`config.mk`:
```
export PLATFORM = sky130hd
export DESIGN_NAME = arri_regbank
export DESIGN_NICKNAME = d
export VERILOG_FILES = /design/src/rtl/arri_pkg.sv /design/src/rtl/arri_regbank.sv
export VERILOG_INCLUDE_DIRS = /design/src /design/src/rtl
export SDC_FILE = /design/constraint.sdc
export NUM_CORES = 1
export LEC_CHECK = 0
export BUFFER_PORTS_ARGS = -buffer_cell sky130_fd_sc_hd__buf_2
export CORE_MARGIN = 2
export CORE_UTILIZATION = 35
export DETAILED_ROUTE_END_ITERATION = 10
export GPL_TIMING_DRIVEN = 0
export PLACE_DENSITY = 0.61
export SLEW_MARGIN = 20
export SYNTH_ARGS = -nofsm -noshare
export SYNTH_HDL_FRONTEND = slang
export SYNTH_SLANG_ARGS = --single-unit
```
`constraint.sdc`:
```
create_clock -name clk_i -period 3.7 [get_ports clk_i]
set_input_delay 0.925 -clock clk_i [delete_from_list [all_inputs] [get_ports clk_i]]
set_output_delay 0.925 -clock clk_i [all_outputs]
set_load 0.01 [all_outputs]
```
`src/rtl/arri_defs.svh`:
```
// Offsets, fields, reset values and timing counts of the rate register bank.
// Included by the design file only.
`ifndef ARRI_DEFS_SVH
`define ARRI_DEFS_SVH

// ========
// Register offsets
`define ARRI_OFS_ID        8'h00
`define ARRI_OFS_XL        8'h02
`define ARRI_OFS_XH        8'h03
`define ARRI_OFS_YL        8'h04
`define ARRI_OFS_YH        8'h05
`define ARRI_OFS_ZL        8'h06
`define ARRI_OFS_ZH        8'h07
`define ARRI_OFS_EVSTAT    8'h0a
`define ARRI_OFS_QSTAT     8'h0e
`define ARRI_OFS_RANGE     8'h0f
`define ARRI_OFS_BW        8'h10
`define ARRI_OFS_PWR       8'h11
`define ARRI_OFS_RESTART   8'h14
`define ARRI_OFS_EVEN      8'h15
`define ARRI_OFS_PINCONF   8'h16
`define ARRI_OFS_PINMAP    8'h18
`define ARRI_OFS_WMEN      8'h1e
`define ARRI_OFS_EXTSYNC   8'h34
`define ARRI_OFS_SELFTEST  8'h3c
`define ARRI_OFS_QTHR      8'h3d
`define ARRI_OFS_QCFG      8'h3e
`define ARRI_OFS_QDATA     8'h3f
`define ARRI_OFS_IRQSTAT   8'h40
`define ARRI_OFS_IRQMASK   8'h41

// ========
// Reset values and codes
`define ARRI_RST_RANGE     8'h00
`define ARRI_RST_BW        8'h80
`define ARRI_BW_FIXED      8'h80
`define ARRI_RST_PWR       8'h00
`define ARRI_RST_EVEN      8'h00
`define ARRI_RST_PINCONF   8'h0f
`define ARRI_RST_PINMAP    8'h00
`define ARRI_RST_ZERO      8'h00
`define ARRI_RESTART_KEY   8'hb6
`define ARRI_PWR_NORMAL    8'h00
`define ARRI_PWR_SUSPEND   8'h80
`define ARRI_PWR_DEEP      8'h20

// ========
// Field positions
`define ARRI_BIT_DRDY      7
`define ARRI_BIT_QINT      4
`define ARRI_BIT_OVF       7

// ========
// Timing counts
`define ARRI_CLK_PS        5000
`define ARRI_DRDY_MIN_US   280
`define ARRI_DRDY_CYC      ((`ARRI_DRDY_MIN_US * 1000000 + `ARRI_CLK_PS - 1) / `ARRI_CLK_PS)
`define ARRI_RESTART_MS    30
`define ARRI_RESTART_CYC   (`ARRI_RESTART_MS * 1000000 / (`ARRI_CLK_PS / 1000))

`endif

```
`src/rtl/arri_pkg.sv`:
```
// Types shared by the rate register bank.
// Assumes nothing of its surroundings.
package arri_pkg;

    typedef enum logic [1:0] {
        ARRI_ST_IDLE    = 2'b00,
        ARRI_ST_ACK     = 2'b01
    } arri_bus_state_t;

endpackage

```
`src/rtl/arri_regbank.sv`:
```
// Register bank of the angular-rate unit behind a classic Wishbone slave.
// Assumes core samples arrive with a one-cycle strobe.
`timescale 1ns/100ps
`include "arri_defs.svh"

module arri_regbank #(
    parameter logic [7:0]  RATE_UNIT_ID_VALUE = 8'h5a,  // Value is arbitrary.
    parameter int unsigned DRDY_CYCLES        = `ARRI_DRDY_CYC,
    parameter int unsigned RESTART_CYCLES     = `ARRI_RESTART_CYC
) (
    input  wire logic        clk_i,
    input  wire logic        rst_i,
    input  wire logic        ce_i,
    input  wire logic        wb_cyc_i,
    input  wire logic        wb_stb_i,
    input  wire logic        wb_we_i,
    input  wire logic [7:0]  wb_adr_i,
    input  wire logic [3:0]  wb_sel_i,
    input  wire logic [31:0] wb_dat_i,
    output logic      [31:0] wb_dat_o,
    output logic             wb_ack_o,
    input  wire logic        sample_valid_i,
    input  wire logic [15:0] sample_x_i,
    input  wire logic [15:0] sample_y_i,
    input  wire logic [15:0] sample_z_i,
    input  wire logic        queue_event_i,
    input  wire logic        queue_push_i,
    input  wire logic        queue_pop_i,
    input  wire logic [7:0]  queue_data_i,
    output logic      [7:0]  range_code_o,
    output logic      [7:0]  filter_code_o,
    output logic      [7:0]  power_state_code_o,
    output logic      [7:0]  self_test_o,
    output logic             restart_pending_o,
    output logic             irq_o
);

    // ========
    // Bus slave state
    arri_pkg::arri_bus_state_t bus_state;
    arri_pkg::arri_bus_state_t next_bus_state;
    logic [31:0]               rd_data;
    logic [31:0]               next_rd_data;

    wire logic req      = wb_cyc_i && wb_stb_i && (bus_state == arri_pkg::ARRI_ST_IDLE);
    wire logic wr_take  = req && wb_we_i && wb_sel_i[0];
    wire logic rd_take  = req && !wb_we_i;

    function automatic logic hit(input logic [7:0] a, input logic [7:0] ofs);
        hit = (a == ofs);
    endfunction

    // ========
    // Register state
    logic [15:0] rate_x, rate_y, rate_z;
    logic [7:0]  hold_xh, hold_yh, hold_zh;
    logic [2:0]  lock;
    logic [7:0]  range_code, filter_code, power_state_code, event_en;
    logic [7:0]  pin_conf, pin_map, wm_en, ext_sync, self_test, q_thr, q_cfg;
    logic        drdy, qint;
    logic [31:0] drdy_cnt;
    logic [6:0]  q_fill;
    logic        q_ovf;
    logic [1:0]  irq_stat, irq_mask;
    logic        restart_pend;
    logic [31:0] restart_cnt;

    logic [15:0] next_rate_x, next_rate_y, next_rate_z;
    logic [7:0]  next_hold_xh, next_hold_yh, next_hold_zh;
    logic [2:0]  next_lock;
    logic [7:0]  next_range_code, next_filter_code, next_power_state_code, next_event_en;
    logic [7:0]  next_pin_conf, next_pin_map, next_wm_en, next_ext_sync, next_self_test;
    logic [7:0]  next_q_thr, next_q_cfg;
    logic        next_drdy, next_qint;
    logic [31:0] next_drdy_cnt;
    logic [6:0]  next_q_fill;
    logic        next_q_ovf;
    logic [1:0]  next_irq_stat, next_irq_mask;
    logic        next_restart_pend;
    logic [31:0] next_restart_cnt;

    // Power moves between the two suspend codes are refused.
    function automatic logic pwr_ok(input logic [7:0] cur, input logic [7:0] req_code);
        pwr_ok = (req_code == `ARRI_PWR_NORMAL || req_code == `ARRI_PWR_SUSPEND ||
                  req_code == `ARRI_PWR_DEEP) &&
                 !(cur == `ARRI_PWR_SUSPEND && req_code == `ARRI_PWR_DEEP) &&
                 !(cur == `ARRI_PWR_DEEP && req_code == `ARRI_PWR_SUSPEND);
    endfunction

    // ========
    // Next-state logic
    always_comb begin
        next_bus_state        = arri_pkg::ARRI_ST_IDLE;
        next_rd_data          = rd_data;

        next_rate_x           = rate_x;
        next_rate_y           = rate_y;
        next_rate_z           = rate_z;
        next_hold_xh          = hold_xh;
        next_hold_yh          = hold_yh;
        next_hold_zh          = hold_zh;
        next_lock             = lock;

        next_range_code       = range_code;
        next_filter_code      = filter_code;
        next_power_state_code = power_state_code;
        next_event_en         = event_en;
        next_pin_conf         = pin_conf;
        next_pin_map          = pin_map;
        next_wm_en            = wm_en;
        next_ext_sync         = ext_sync;
        next_self_test        = self_test;
        next_q_thr            = q_thr;
        next_q_cfg            = q_cfg;

        next_drdy             = drdy;
        next_qint             = qint | queue_event_i;
        next_drdy_cnt         = drdy_cnt;
        next_q_fill           = q_fill;
        next_q_ovf            = q_ovf;

        next_irq_stat         = irq_stat;
        next_irq_mask         = irq_mask;
        next_restart_pend     = restart_pend;
        next_restart_cnt      = restart_cnt;

        if (req) begin
            next_bus_state = arri_pkg::ARRI_ST_ACK;
        end

        // Ready flag lives a fixed time, then drops by itself.
        if (drdy) begin
            if (drdy_cnt == 32'h1) begin
                next_drdy = 1'b0;
            end
            next_drdy_cnt = drdy_cnt - 32'h1;
        end

        // New sample: high bytes under lock keep their frozen copy.
        if (sample_valid_i) begin
            next_rate_x   = sample_x_i;
            next_rate_y   = sample_y_i;
            next_rate_z   = sample_z_i;
            next_drdy     = 1'b1;
            next_drdy_cnt = DRDY_CYCLES;
        end

        // Queue fill level follows the core; overflow is sticky.
        if (queue_push_i && !queue_pop_i) begin
            if (q_fill == 7'h7f) begin
                next_q_ovf = 1'b1;
            end else begin
                next_q_fill = q_fill + 7'h01;
            end
        end else if (queue_pop_i && !queue_push_i && q_fill != 7'h00) begin
            next_q_fill = q_fill - 7'h01;
        end

        // Low-byte read takes a snapshot of the high byte.
        if (rd_take) begin
            case (wb_adr_i)
                `ARRI_OFS_XL: begin
                    next_hold_xh = rate_x[15:8];
                    next_lock[0] = 1'b1;
                end
                `ARRI_OFS_YL: begin
                    next_hold_yh = rate_y[15:8];
                    next_lock[1] = 1'b1;
                end
                `ARRI_OFS_ZL: begin
                    next_hold_zh = rate_z[15:8];
                    next_lock[2] = 1'b1;
                end
                `ARRI_OFS_XH: next_lock[0] = 1'b0;
                `ARRI_OFS_YH: next_lock[1] = 1'b0;
                `ARRI_OFS_ZH: next_lock[2] = 1'b0;
                default: begin
                end
            endcase
        end

        if (wr_take) begin
            case (wb_adr_i)
                `ARRI_OFS_RANGE:    next_range_code  = wb_dat_i[7:0];
                `ARRI_OFS_BW:       next_filter_code = wb_dat_i[7:0] | `ARRI_BW_FIXED;
                `ARRI_OFS_PWR: begin
                    if (pwr_ok(power_state_code, wb_dat_i[7:0])) begin
                        next_power_state_code = wb_dat_i[7:0];
                    end
                end
                `ARRI_OFS_RESTART: begin
                    if (wb_dat_i[7:0] == `ARRI_RESTART_KEY) begin
                        next_restart_pend = 1'b1;
                        next_restart_cnt  = RESTART_CYCLES;
                    end
                end
                `ARRI_OFS_EVEN:     next_event_en  = wb_dat_i[7:0] & 8'hc0;
                `ARRI_OFS_PINCONF:  next_pin_conf  = wb_dat_i[7:0] & 8'h0f;
                `ARRI_OFS_PINMAP:   next_pin_map   = wb_dat_i[7:0] & 8'ha5;
                `ARRI_OFS_WMEN:     next_wm_en     = wb_dat_i[7:0];
                `ARRI_OFS_EXTSYNC:  next_ext_sync  = wb_dat_i[7:0] & 8'h30;
                `ARRI_OFS_SELFTEST: next_self_test = wb_dat_i[7:0] & 8'h01;
                `ARRI_OFS_QTHR:     next_q_thr     = wb_dat_i[7:0];
                `ARRI_OFS_QCFG: begin
                    next_q_cfg  = wb_dat_i[7:0];
                    next_q_fill = 7'h00;
                    next_q_ovf  = queue_push_i && !queue_pop_i && q_fill == 7'h7f;
                end
                `ARRI_OFS_IRQMASK:  next_irq_mask = wb_dat_i[1:0];
                default: begin
                end
            endcase
        end

        // Sticky interrupt bits: a new event wins over a same-cycle clear.
        if (wr_take && hit(wb_adr_i, `ARRI_OFS_IRQSTAT)) begin
            next_irq_stat = irq_stat & ~wb_dat_i[1:0];
        end
        next_irq_stat = next_irq_stat | {queue_event_i, sample_valid_i};

        // Restart restores configuration, except the interrupt mask, once the delay runs out.
        if (restart_pend) begin
            next_restart_cnt = restart_cnt - 32'h1;
            if (restart_cnt == 32'h1) begin
                next_restart_pend     = 1'b0;
                next_range_code       = `ARRI_RST_RANGE;
                next_filter_code      = `ARRI_RST_BW;
                next_power_state_code = `ARRI_RST_PWR;
                next_event_en         = `ARRI_RST_EVEN;
                next_pin_conf         = `ARRI_RST_PINCONF;
                next_pin_map          = `ARRI_RST_PINMAP;
                next_wm_en            = `ARRI_RST_ZERO;
                next_ext_sync         = `ARRI_RST_ZERO;
                next_self_test        = `ARRI_RST_ZERO;
                next_q_thr            = `ARRI_RST_ZERO;
                next_q_cfg            = `ARRI_RST_ZERO;
            end
        end

        // Read data mux.
        if (rd_take) begin
            next_rd_data = 32'h0;
            case (wb_adr_i)
                `ARRI_OFS_ID:       next_rd_data[7:0] = RATE_UNIT_ID_VALUE;
                `ARRI_OFS_XL:       next_rd_data[7:0] = rate_x[7:0];
                `ARRI_OFS_XH:       next_rd_data[7:0] = lock[0] ? hold_xh : rate_x[15:8];
                `ARRI_OFS_YL:       next_rd_data[7:0] = rate_y[7:0];
                `ARRI_OFS_YH:       next_rd_data[7:0] = lock[1] ? hold_yh : rate_y[15:8];
                `ARRI_OFS_ZL:       next_rd_data[7:0] = rate_z[7:0];
                `ARRI_OFS_ZH:       next_rd_data[7:0] = lock[2] ? hold_zh : rate_z[15:8];
                `ARRI_OFS_EVSTAT: begin
                    next_rd_data[`ARRI_BIT_DRDY] = drdy;
                    next_rd_data[`ARRI_BIT_QINT] = qint;
                end
                `ARRI_OFS_QSTAT:    next_rd_data[7:0] = {q_ovf, q_fill};
                `ARRI_OFS_RANGE:    next_rd_data[7:0] = range_code;
                `ARRI_OFS_BW:       next_rd_data[7:0] = filter_code;
                `ARRI_OFS_PWR:      next_rd_data[7:0] = power_state_code;
                `ARRI_OFS_EVEN:     next_rd_data[7:0] = event_en;
                `ARRI_OFS_PINCONF:  next_rd_data[7:0] = pin_conf;
                `ARRI_OFS_PINMAP:   next_rd_data[7:0] = pin_map;
                `ARRI_OFS_WMEN:     next_rd_data[7:0] = wm_en;
                `ARRI_OFS_EXTSYNC:  next_rd_data[7:0] = ext_sync;
                `ARRI_OFS_SELFTEST: next_rd_data[7:0] = {4'h0, 1'b1, 1'b0, 1'b1, self_test[0]};
                `ARRI_OFS_QTHR:     next_rd_data[7:0] = q_thr;
                `ARRI_OFS_QCFG:     next_rd_data[7:0] = q_cfg;
                `ARRI_OFS_QDATA:    next_rd_data[7:0] = queue_data_i;
                `ARRI_OFS_IRQSTAT:  next_rd_data[1:0] = irq_stat;
                `ARRI_OFS_IRQMASK:  next_rd_data[1:0] = irq_mask;
                default:            next_rd_data      = 32'h0;
            endcase
        end
    end

    // ========
    // State registers
    always_ff @(posedge clk_i) begin
        if (rst_i) begin
            bus_state        <= arri_pkg::ARRI_ST_IDLE;
            rd_data          <= 32'h0;

            rate_x           <= 16'h0000;
            rate_y           <= 16'h0000;
            rate_z           <= 16'h0000;
            hold_xh          <= 8'h00;
            hold_yh          <= 8'h00;
            hold_zh          <= 8'h00;
            lock             <= 3'h0;

            range_code       <= `ARRI_RST_RANGE;
            filter_code      <= `ARRI_RST_BW;
            power_state_code <= `ARRI_RST_PWR;
            event_en         <= `ARRI_RST_EVEN;
            pin_conf         <= `ARRI_RST_PINCONF;
            pin_map          <= `ARRI_RST_PINMAP;
            wm_en            <= `ARRI_RST_ZERO;
            ext_sync         <= `ARRI_RST_ZERO;
            self_test        <= `ARRI_RST_ZERO;
            q_thr            <= `ARRI_RST_ZERO;
            q_cfg            <= `ARRI_RST_ZERO;

            drdy             <= 1'b0;
            qint             <= 1'b0;
            drdy_cnt         <= 32'h0;
            q_fill           <= 7'h00;
            q_ovf            <= 1'b0;

            irq_stat         <= 2'h0;
            irq_mask         <= 2'h0;
            restart_pend     <= 1'b0;
            restart_cnt      <= 32'h0;
        end else if (ce_i) begin
            bus_state        <= next_bus_state;
            rd_data          <= next_rd_data;

            rate_x           <= next_rate_x;
            rate_y           <= next_rate_y;
            rate_z           <= next_rate_z;
            hold_xh          <= next_hold_xh;
            hold_yh          <= next_hold_yh;
            hold_zh          <= next_hold_zh;
            lock             <= next_lock;

            range_code       <= next_range_code;
            filter_code      <= next_filter_code;
            power_state_code <= next_power_state_code;
            event_en         <= next_event_en;
            pin_conf         <= next_pin_conf;
            pin_map          <= next_pin_map;
            wm_en            <= next_wm_en;
            ext_sync         <= next_ext_sync;
            self_test        <= next_self_test;
            q_thr            <= next_q_thr;
            q_cfg            <= next_q_cfg;

            drdy             <= next_drdy;
            qint             <= next_qint;
            drdy_cnt         <= next_drdy_cnt;
            q_fill           <= next_q_fill;
            q_ovf            <= next_q_ovf;

            irq_stat         <= next_irq_stat;
            irq_mask         <= next_irq_mask;
            restart_pend     <= next_restart_pend;
            restart_cnt      <= next_restart_cnt;
        end
    end

    // ========
    // Outputs
    assign wb_ack_o           = (bus_state == arri_pkg::ARRI_ST_ACK);
    assign wb_dat_o           = rd_data;
    assign range_code_o       = range_code;
    assign filter_code_o      = filter_code;
    assign power_state_code_o = power_state_code;
    assign self_test_o        = self_test;
    assign restart_pending_o  = restart_pend;
    assign irq_o              = |(irq_stat & irq_mask);

endmodule

```
Word-level counts from Yosys, hierarchy flattened
Index checks and enable logic that the tools add are counted.
Widths: inputs -> output; s select.
Storage, ports and cells
  flip-flop bits (word level): 252
  logic and storage cells: 198
  output and inout port bits: 67
Cells by class
  muxes and demuxes: 81
  add/sub/neg operators: 4
  reductions and logical operators: 45
  bitwise operators: 5
  equal/unequal tests: 32
Operators with widths (number)
  $mux 8: 48
  $mux 32: 6
  $pmux 2 s19: 2
  $eq 32x1->1 const B: 2
  $sub 32x1->32 const B: 2
  $eq 8x5->1 const B: 7
  $eq 8x6->1 const B: 7
  $pmux 2 s22: 1
  $mux 7: 5
  $eq 8x3->1 const B: 4
  $eq 8x4->1 const B: 3
  $eq 8x8->1 const B: 3
  $reduce_and 3->1: 7
  $pmux 1 s20: 1
  $pmux 1 s19: 1
  $eq 8x2->1 const B: 2
  $eq 8x7->1 const B: 2
  $logic_not 8->1: 2
  $logic_and 1x1->1: 14
  $reduce_bool 2->1: 7
  $mux 1: 13
  $add 7x1->7 const B: 1
  $eq 7x7->1 const B: 1
  $reduce_bool 7->1: 1
  14 further kinds: 25

Longest topological paths before layout
  depth after elaboration: 10
  gate-level depth with buffers: 10

Worst setup path before layout
Ideal clock, no wire load.
  path type: input -> register
  from: input wb_adr_i[1]
  to: register restart_cnt[21]
  library setup time: 0.128 ns
  slack: 0.802 ns
  stages: 8
  arrival time: 2.770 ns
  cell sequence: clkbuf_1 or4b_1 nor2_1 a31oi_1 clkbuf_1 nor4b_1 xnor2_1 nor2_1
Between the ends
  longest elaborated chain between the ends: 3
Ends and longest elaborated chain
  start, declared: line arri_regbank.sv:17  | input wire logic [7:0] wb_adr_i,
  $eq 8x5->1: line arri_regbank.sv:183  | case (wb_adr_i)
  $reduce_bool 2->1 (no line)
  $reduce_and 4->1 (no line)
  end signal, assigned: line arri_regbank.sv:345  | restart_cnt <= next_restart_cnt;
  end, declared: line arri_regbank.sv:66  | logic [31:0] restart_cnt;
Every way passes these cells.
A chain may end at the register's enable or synchronous reset.

Final worst setup path
  from: input wb_adr_i[5]
  to: register range_code[1] (netlist: range_code_o[1])
Between the ends
  longest elaborated chain between the ends: 5
Ends and longest elaborated chain
  $eq 8x4->1 (*): line arri_regbank.sv:183
  $mux 8 (*): line arri_regbank.sv:183
  $mux 8 (*): line arri_regbank.sv:182  | if (wr_take) begin
  $mux 8: line arri_regbank.sv:224  | if (restart_cnt == 32'h1) begin
  $mux 8 (*): line arri_regbank.sv:222  | if (restart_pend) begin
  end signal, assigned: line arri_regbank.sv:290  | range_code <= `ARRI_RST_RANGE;
  end signal, assigned: line arri_regbank.sv:324  | range_code <= next_range_code;
  end, declared: line arri_regbank.sv:58  | logic [7:0] range_code, filter_code, power_state_code, event_en;
Every way passes the cells marked *; elsewhere a longest branch is shown, timed or not.

==> impl_metrics.csv <==
group,metric,value,unit
die,placementRows,67,
drt,initialDrtViolationCount,957,
drt,routedWlPerCell,21.6,microns
die,coreArea,33400,sq um
placement,place_ws,-616,ps
die,initial_core_util,35.5,%
placement,globalplace.congestion,0.965,
drt,drtPass1Iterations,7,
drt,avgViaCountPerCell,5.56,
critical_path,crit_slowest_cell,"nor2_1",
cts,root_buffer,"clkbuf_16",
critical_path,cp_max_fo,10,
critical_path,crit_family,"simple AND/OR/NAND/NOR gates",
global_routing,grt_max_degree,15,
critical_path,crit_arrival,4080,ps
global_routing,gr-total-overflow,0,
logic_synthesis,synthDistinctLibCells,78,
placement,hpwl,33000,microns
sta,slew_viol_final,0,
hold_path,hold_class,"reg2reg",
cts,clock-sinks,251,
logic_synthesis,synth-seq-cells,251,
critical_path,path_buf_inv,3,
logic_synthesis,ys.warnings.count,0,
pwr,p_per_area,438,nW/um^2
drt,drtAntennaViolNets,0,
layout,final_cell_count_no_fill,2056,
logic_synthesis,synthFlopType,"dfxtp_1",
logic_synthesis,synth_edf_count,0,
pwr,cellLeakagePower,5.21,nW
cts,worstSkewPairLatency,560,ps
layout,fillers,3416,
layout,regArea,5020,sq um
placement,port_buffers,116,
critical_path,critical_path_required,4140,ps
critical_path,endpoint_kind,"flip-flop",
logic_synthesis,synthSimpleGateAreaFrac,24.8,%
layout,multi_input_area,6280,sq um
logic_synthesis,synth-async-reset-ratio,0,%
logic_synthesis,avgSynthCellArea,8.35,sq um
logic_synthesis,synth_compound_area_share,17.7,%
logic_synthesis,synthAdderAreaFrac,0.633,%
layout,syn_to_final_growth,18.0,%
cts,htree_levels,1,
critical_path,crit_path_max_incr_delay,880,ps
layout,fin_util,41.9,%
logic_synthesis,yosys-mux-area-fraction,4.65,%
die,die-area,35400,sq um
layout,diodes,0,
global_routing,antenna_found_initial,0,
logic_synthesis,ys_seq_area_share,42.3,%
die,io_pins,177,
critical_path,cp_cell_sequence,"buf_2 > clkbuf_1 > nor4_1 > clkbuf_1 > nand2_1 > nor2_1 > mux2i_1 > nor2_1",
global_routing,grt_pass1_wl,66400,microns
sta,finalCriticalPeriod,3640,ps
drt,num_vias,11400,
layout,drive_gt1_share,14.2,%
logic_synthesis,netlist_top_cells_area,"dfxtp_1, nand2_1, a21oi_1",
logic_synthesis,synth_top_family_by_area,"simple AND/OR/NAND/NOR gates",
sta,tightest_slew,1140,ps
sta,final-setup-viol-count,0,
placement,place_inst,2010,
sta,setup_ws,59.2,ps
run,maxCapViolCount,0,
cts,clock_path_buffers,3,
critical_path,critPathKind,"in2reg",
cts,cts_buffers,28,
cts,cts_tree,"built",
layout,nNetsFinal,1708,
sta,rsz0062_at_grt,"no",
pwr,worst_ir_drop_vdd,304,uV
sta,hold_viol,0,
die,die_x,188,microns
logic_synthesis,syn_inst,1421,
sta,clock.fmax,275,MHz
cts,clk_pin_slew,60,ps
logic_synthesis,syn_area,11900,sq um
global_routing,grt_use_total,24.4,%
global_routing,grt_pass1_vias,10900,
drt,drc,0,
die,die_y,188,microns
cts,cts_setup_buffers,0,
drt,drt-total-wl,44300,microns
pwr,p_total,6.13,mW
logic_synthesis,synth_largest_area_cell,"dfxtp_1",
critical_path,crit_path_start_kind,"input pin",
sta,fin_setup_tns,0,ps
sta,fin_crit_sh,98.4,%
logic_synthesis,synth_xor_area_share,4.28,%
logic_synthesis,yosysTopAreaCellShare,42.3,%
sta,finClkSkew,10.4,ps
sta,relSlewSlack,23.7,%
outcome,outcome,"completed",
-- per-layer routing --
| layer | track usage [%] | routed length [microns] |
|---|---|---|
| met1 | 32.6 | 19300 |
| met2 | 39.0 | 19800 |
| met3 | 3.86 | 3260 |
| met4 | 10.7 | 1980 |
| met5 | 0 | 0 |
-- cell usage after synthesis (all sizes together) (7+ instances only) --
master  number
a32oi       27
nor4        28
a32o        13
a31oi       10
clkbuf      84
and3        18
xor2         8
buf         43
nor3        45
or3         24
and2        36
nor4b        8
nor2       144
nand2b       9
nand3       27
mux2i       45
nand2      185
or2          7
xnor2       50
dfxtp      251
a21oi      134
nand4        8
o22ai        7
o21ai       38
a22oi       23
nor2b        9
a22o        18
inv         15
or4         20
mux2         9
-- kinds of logic (layout without fill, tap and decap cells) --
logic type | count (synthesis) | in the layout
simple gates | 589 | 589
fa+ha+maj | 6 | 6
compound gates | 319 | 319
other cells | 1 | 24
flops | 251 | 251
xor+xnor | 58 | 58
buf+inv | 143 | 307
mux | 54 | 54
-- cells in the final DEF, fill, tap and decap left out, types with 27 or more instances in the layout --
master     instances
a21oi_1          133
a32oi_1           27
and2_1            35
buf_2            121
clkbuf_1          88
clkbuf_16         28
dfxtp_1          251
mux2i_1           45
nand2_1          185
nand3_1           27
nor2_1           143
nor3_1            45
o21ai_0           34
xnor2_1           50
-- what timing repair did --
action                                  in CTS  in global routing
gates resized for setup                      1                  2
endpoints found under the hold margin        0                  0
hold buffers                                 0                  0
gates cloned                                 0                  0
endpoints found under the setup margin       2                  2
-- power by group --
part	switching, mW	internal, mW
sequential	0.0547	2.76
clock	1.14	1.57
combinational	0.400	0.210
-- registers in the layout, summed over array words and instances (netlist names), 2 cells and up --
name / count
drdy_cnt: 32
hold_yh: 8
range_code_o: 8
pin_map: 8
power_state_code_o: 8
hold_zh: 8
self_test_o: 8
q_fill: 7
q_cfg: 8
lock: 3
irq_mask: 2
q_thr: 8
event_en: 8
rate_y: 16
rate_z: 16
pin_conf: 8
filter_code_o: 8
ext_sync: 8
hold_xh: 8
restart_cnt: 32
wm_en: 8
wb_dat_o: 8
irq_stat: 2
rate_x: 16
-- worst paths after layout --
kind                                 startpoint               to  slack (ps)  cells after the start
worst max-delay path                wb_adr_i[5]  range_code_o[1]          60                      8
worst min-delay path                 hold_zh[3]       hold_zh[3]         450                      2
worst max register to register  restart_cnt[15]         q_thr[1]         690                      7
worst min register to register       hold_zh[3]       hold_zh[3]         450                      2
-- stage by stage --
stage / instance area (sq um) / hold slack [ps]
after floorplan: 12000 / 425
after global placement: 13100 / 436
after detailed placement: 13100 / 440
after CTS: 14000 / 451
after global routing: 14000 / 464
final: 14000 / 450
-- area by class of cell --
type | instances | area share (%)
Clock buffer | 39 | 5.73
Multi-Input combinational cell | 1050 | 44.9
Buffer | 127 | 4.32
Inverter | 16 | 0.429
Timing Repair Buffer | 118 | 4.24
Tap cell | 448 | 4.00
Clock inverter | 7 | 0.527
Sequential cell | 251 | 35.9
-- tightest hold or removal path: cells and delay by family (launching register included) --
family | cells | cell delay [ps]
compound gates | 1 | 50
simple gates | 1 | 50
flops | 1 | 300
Power figures use the tool's default switching activity.
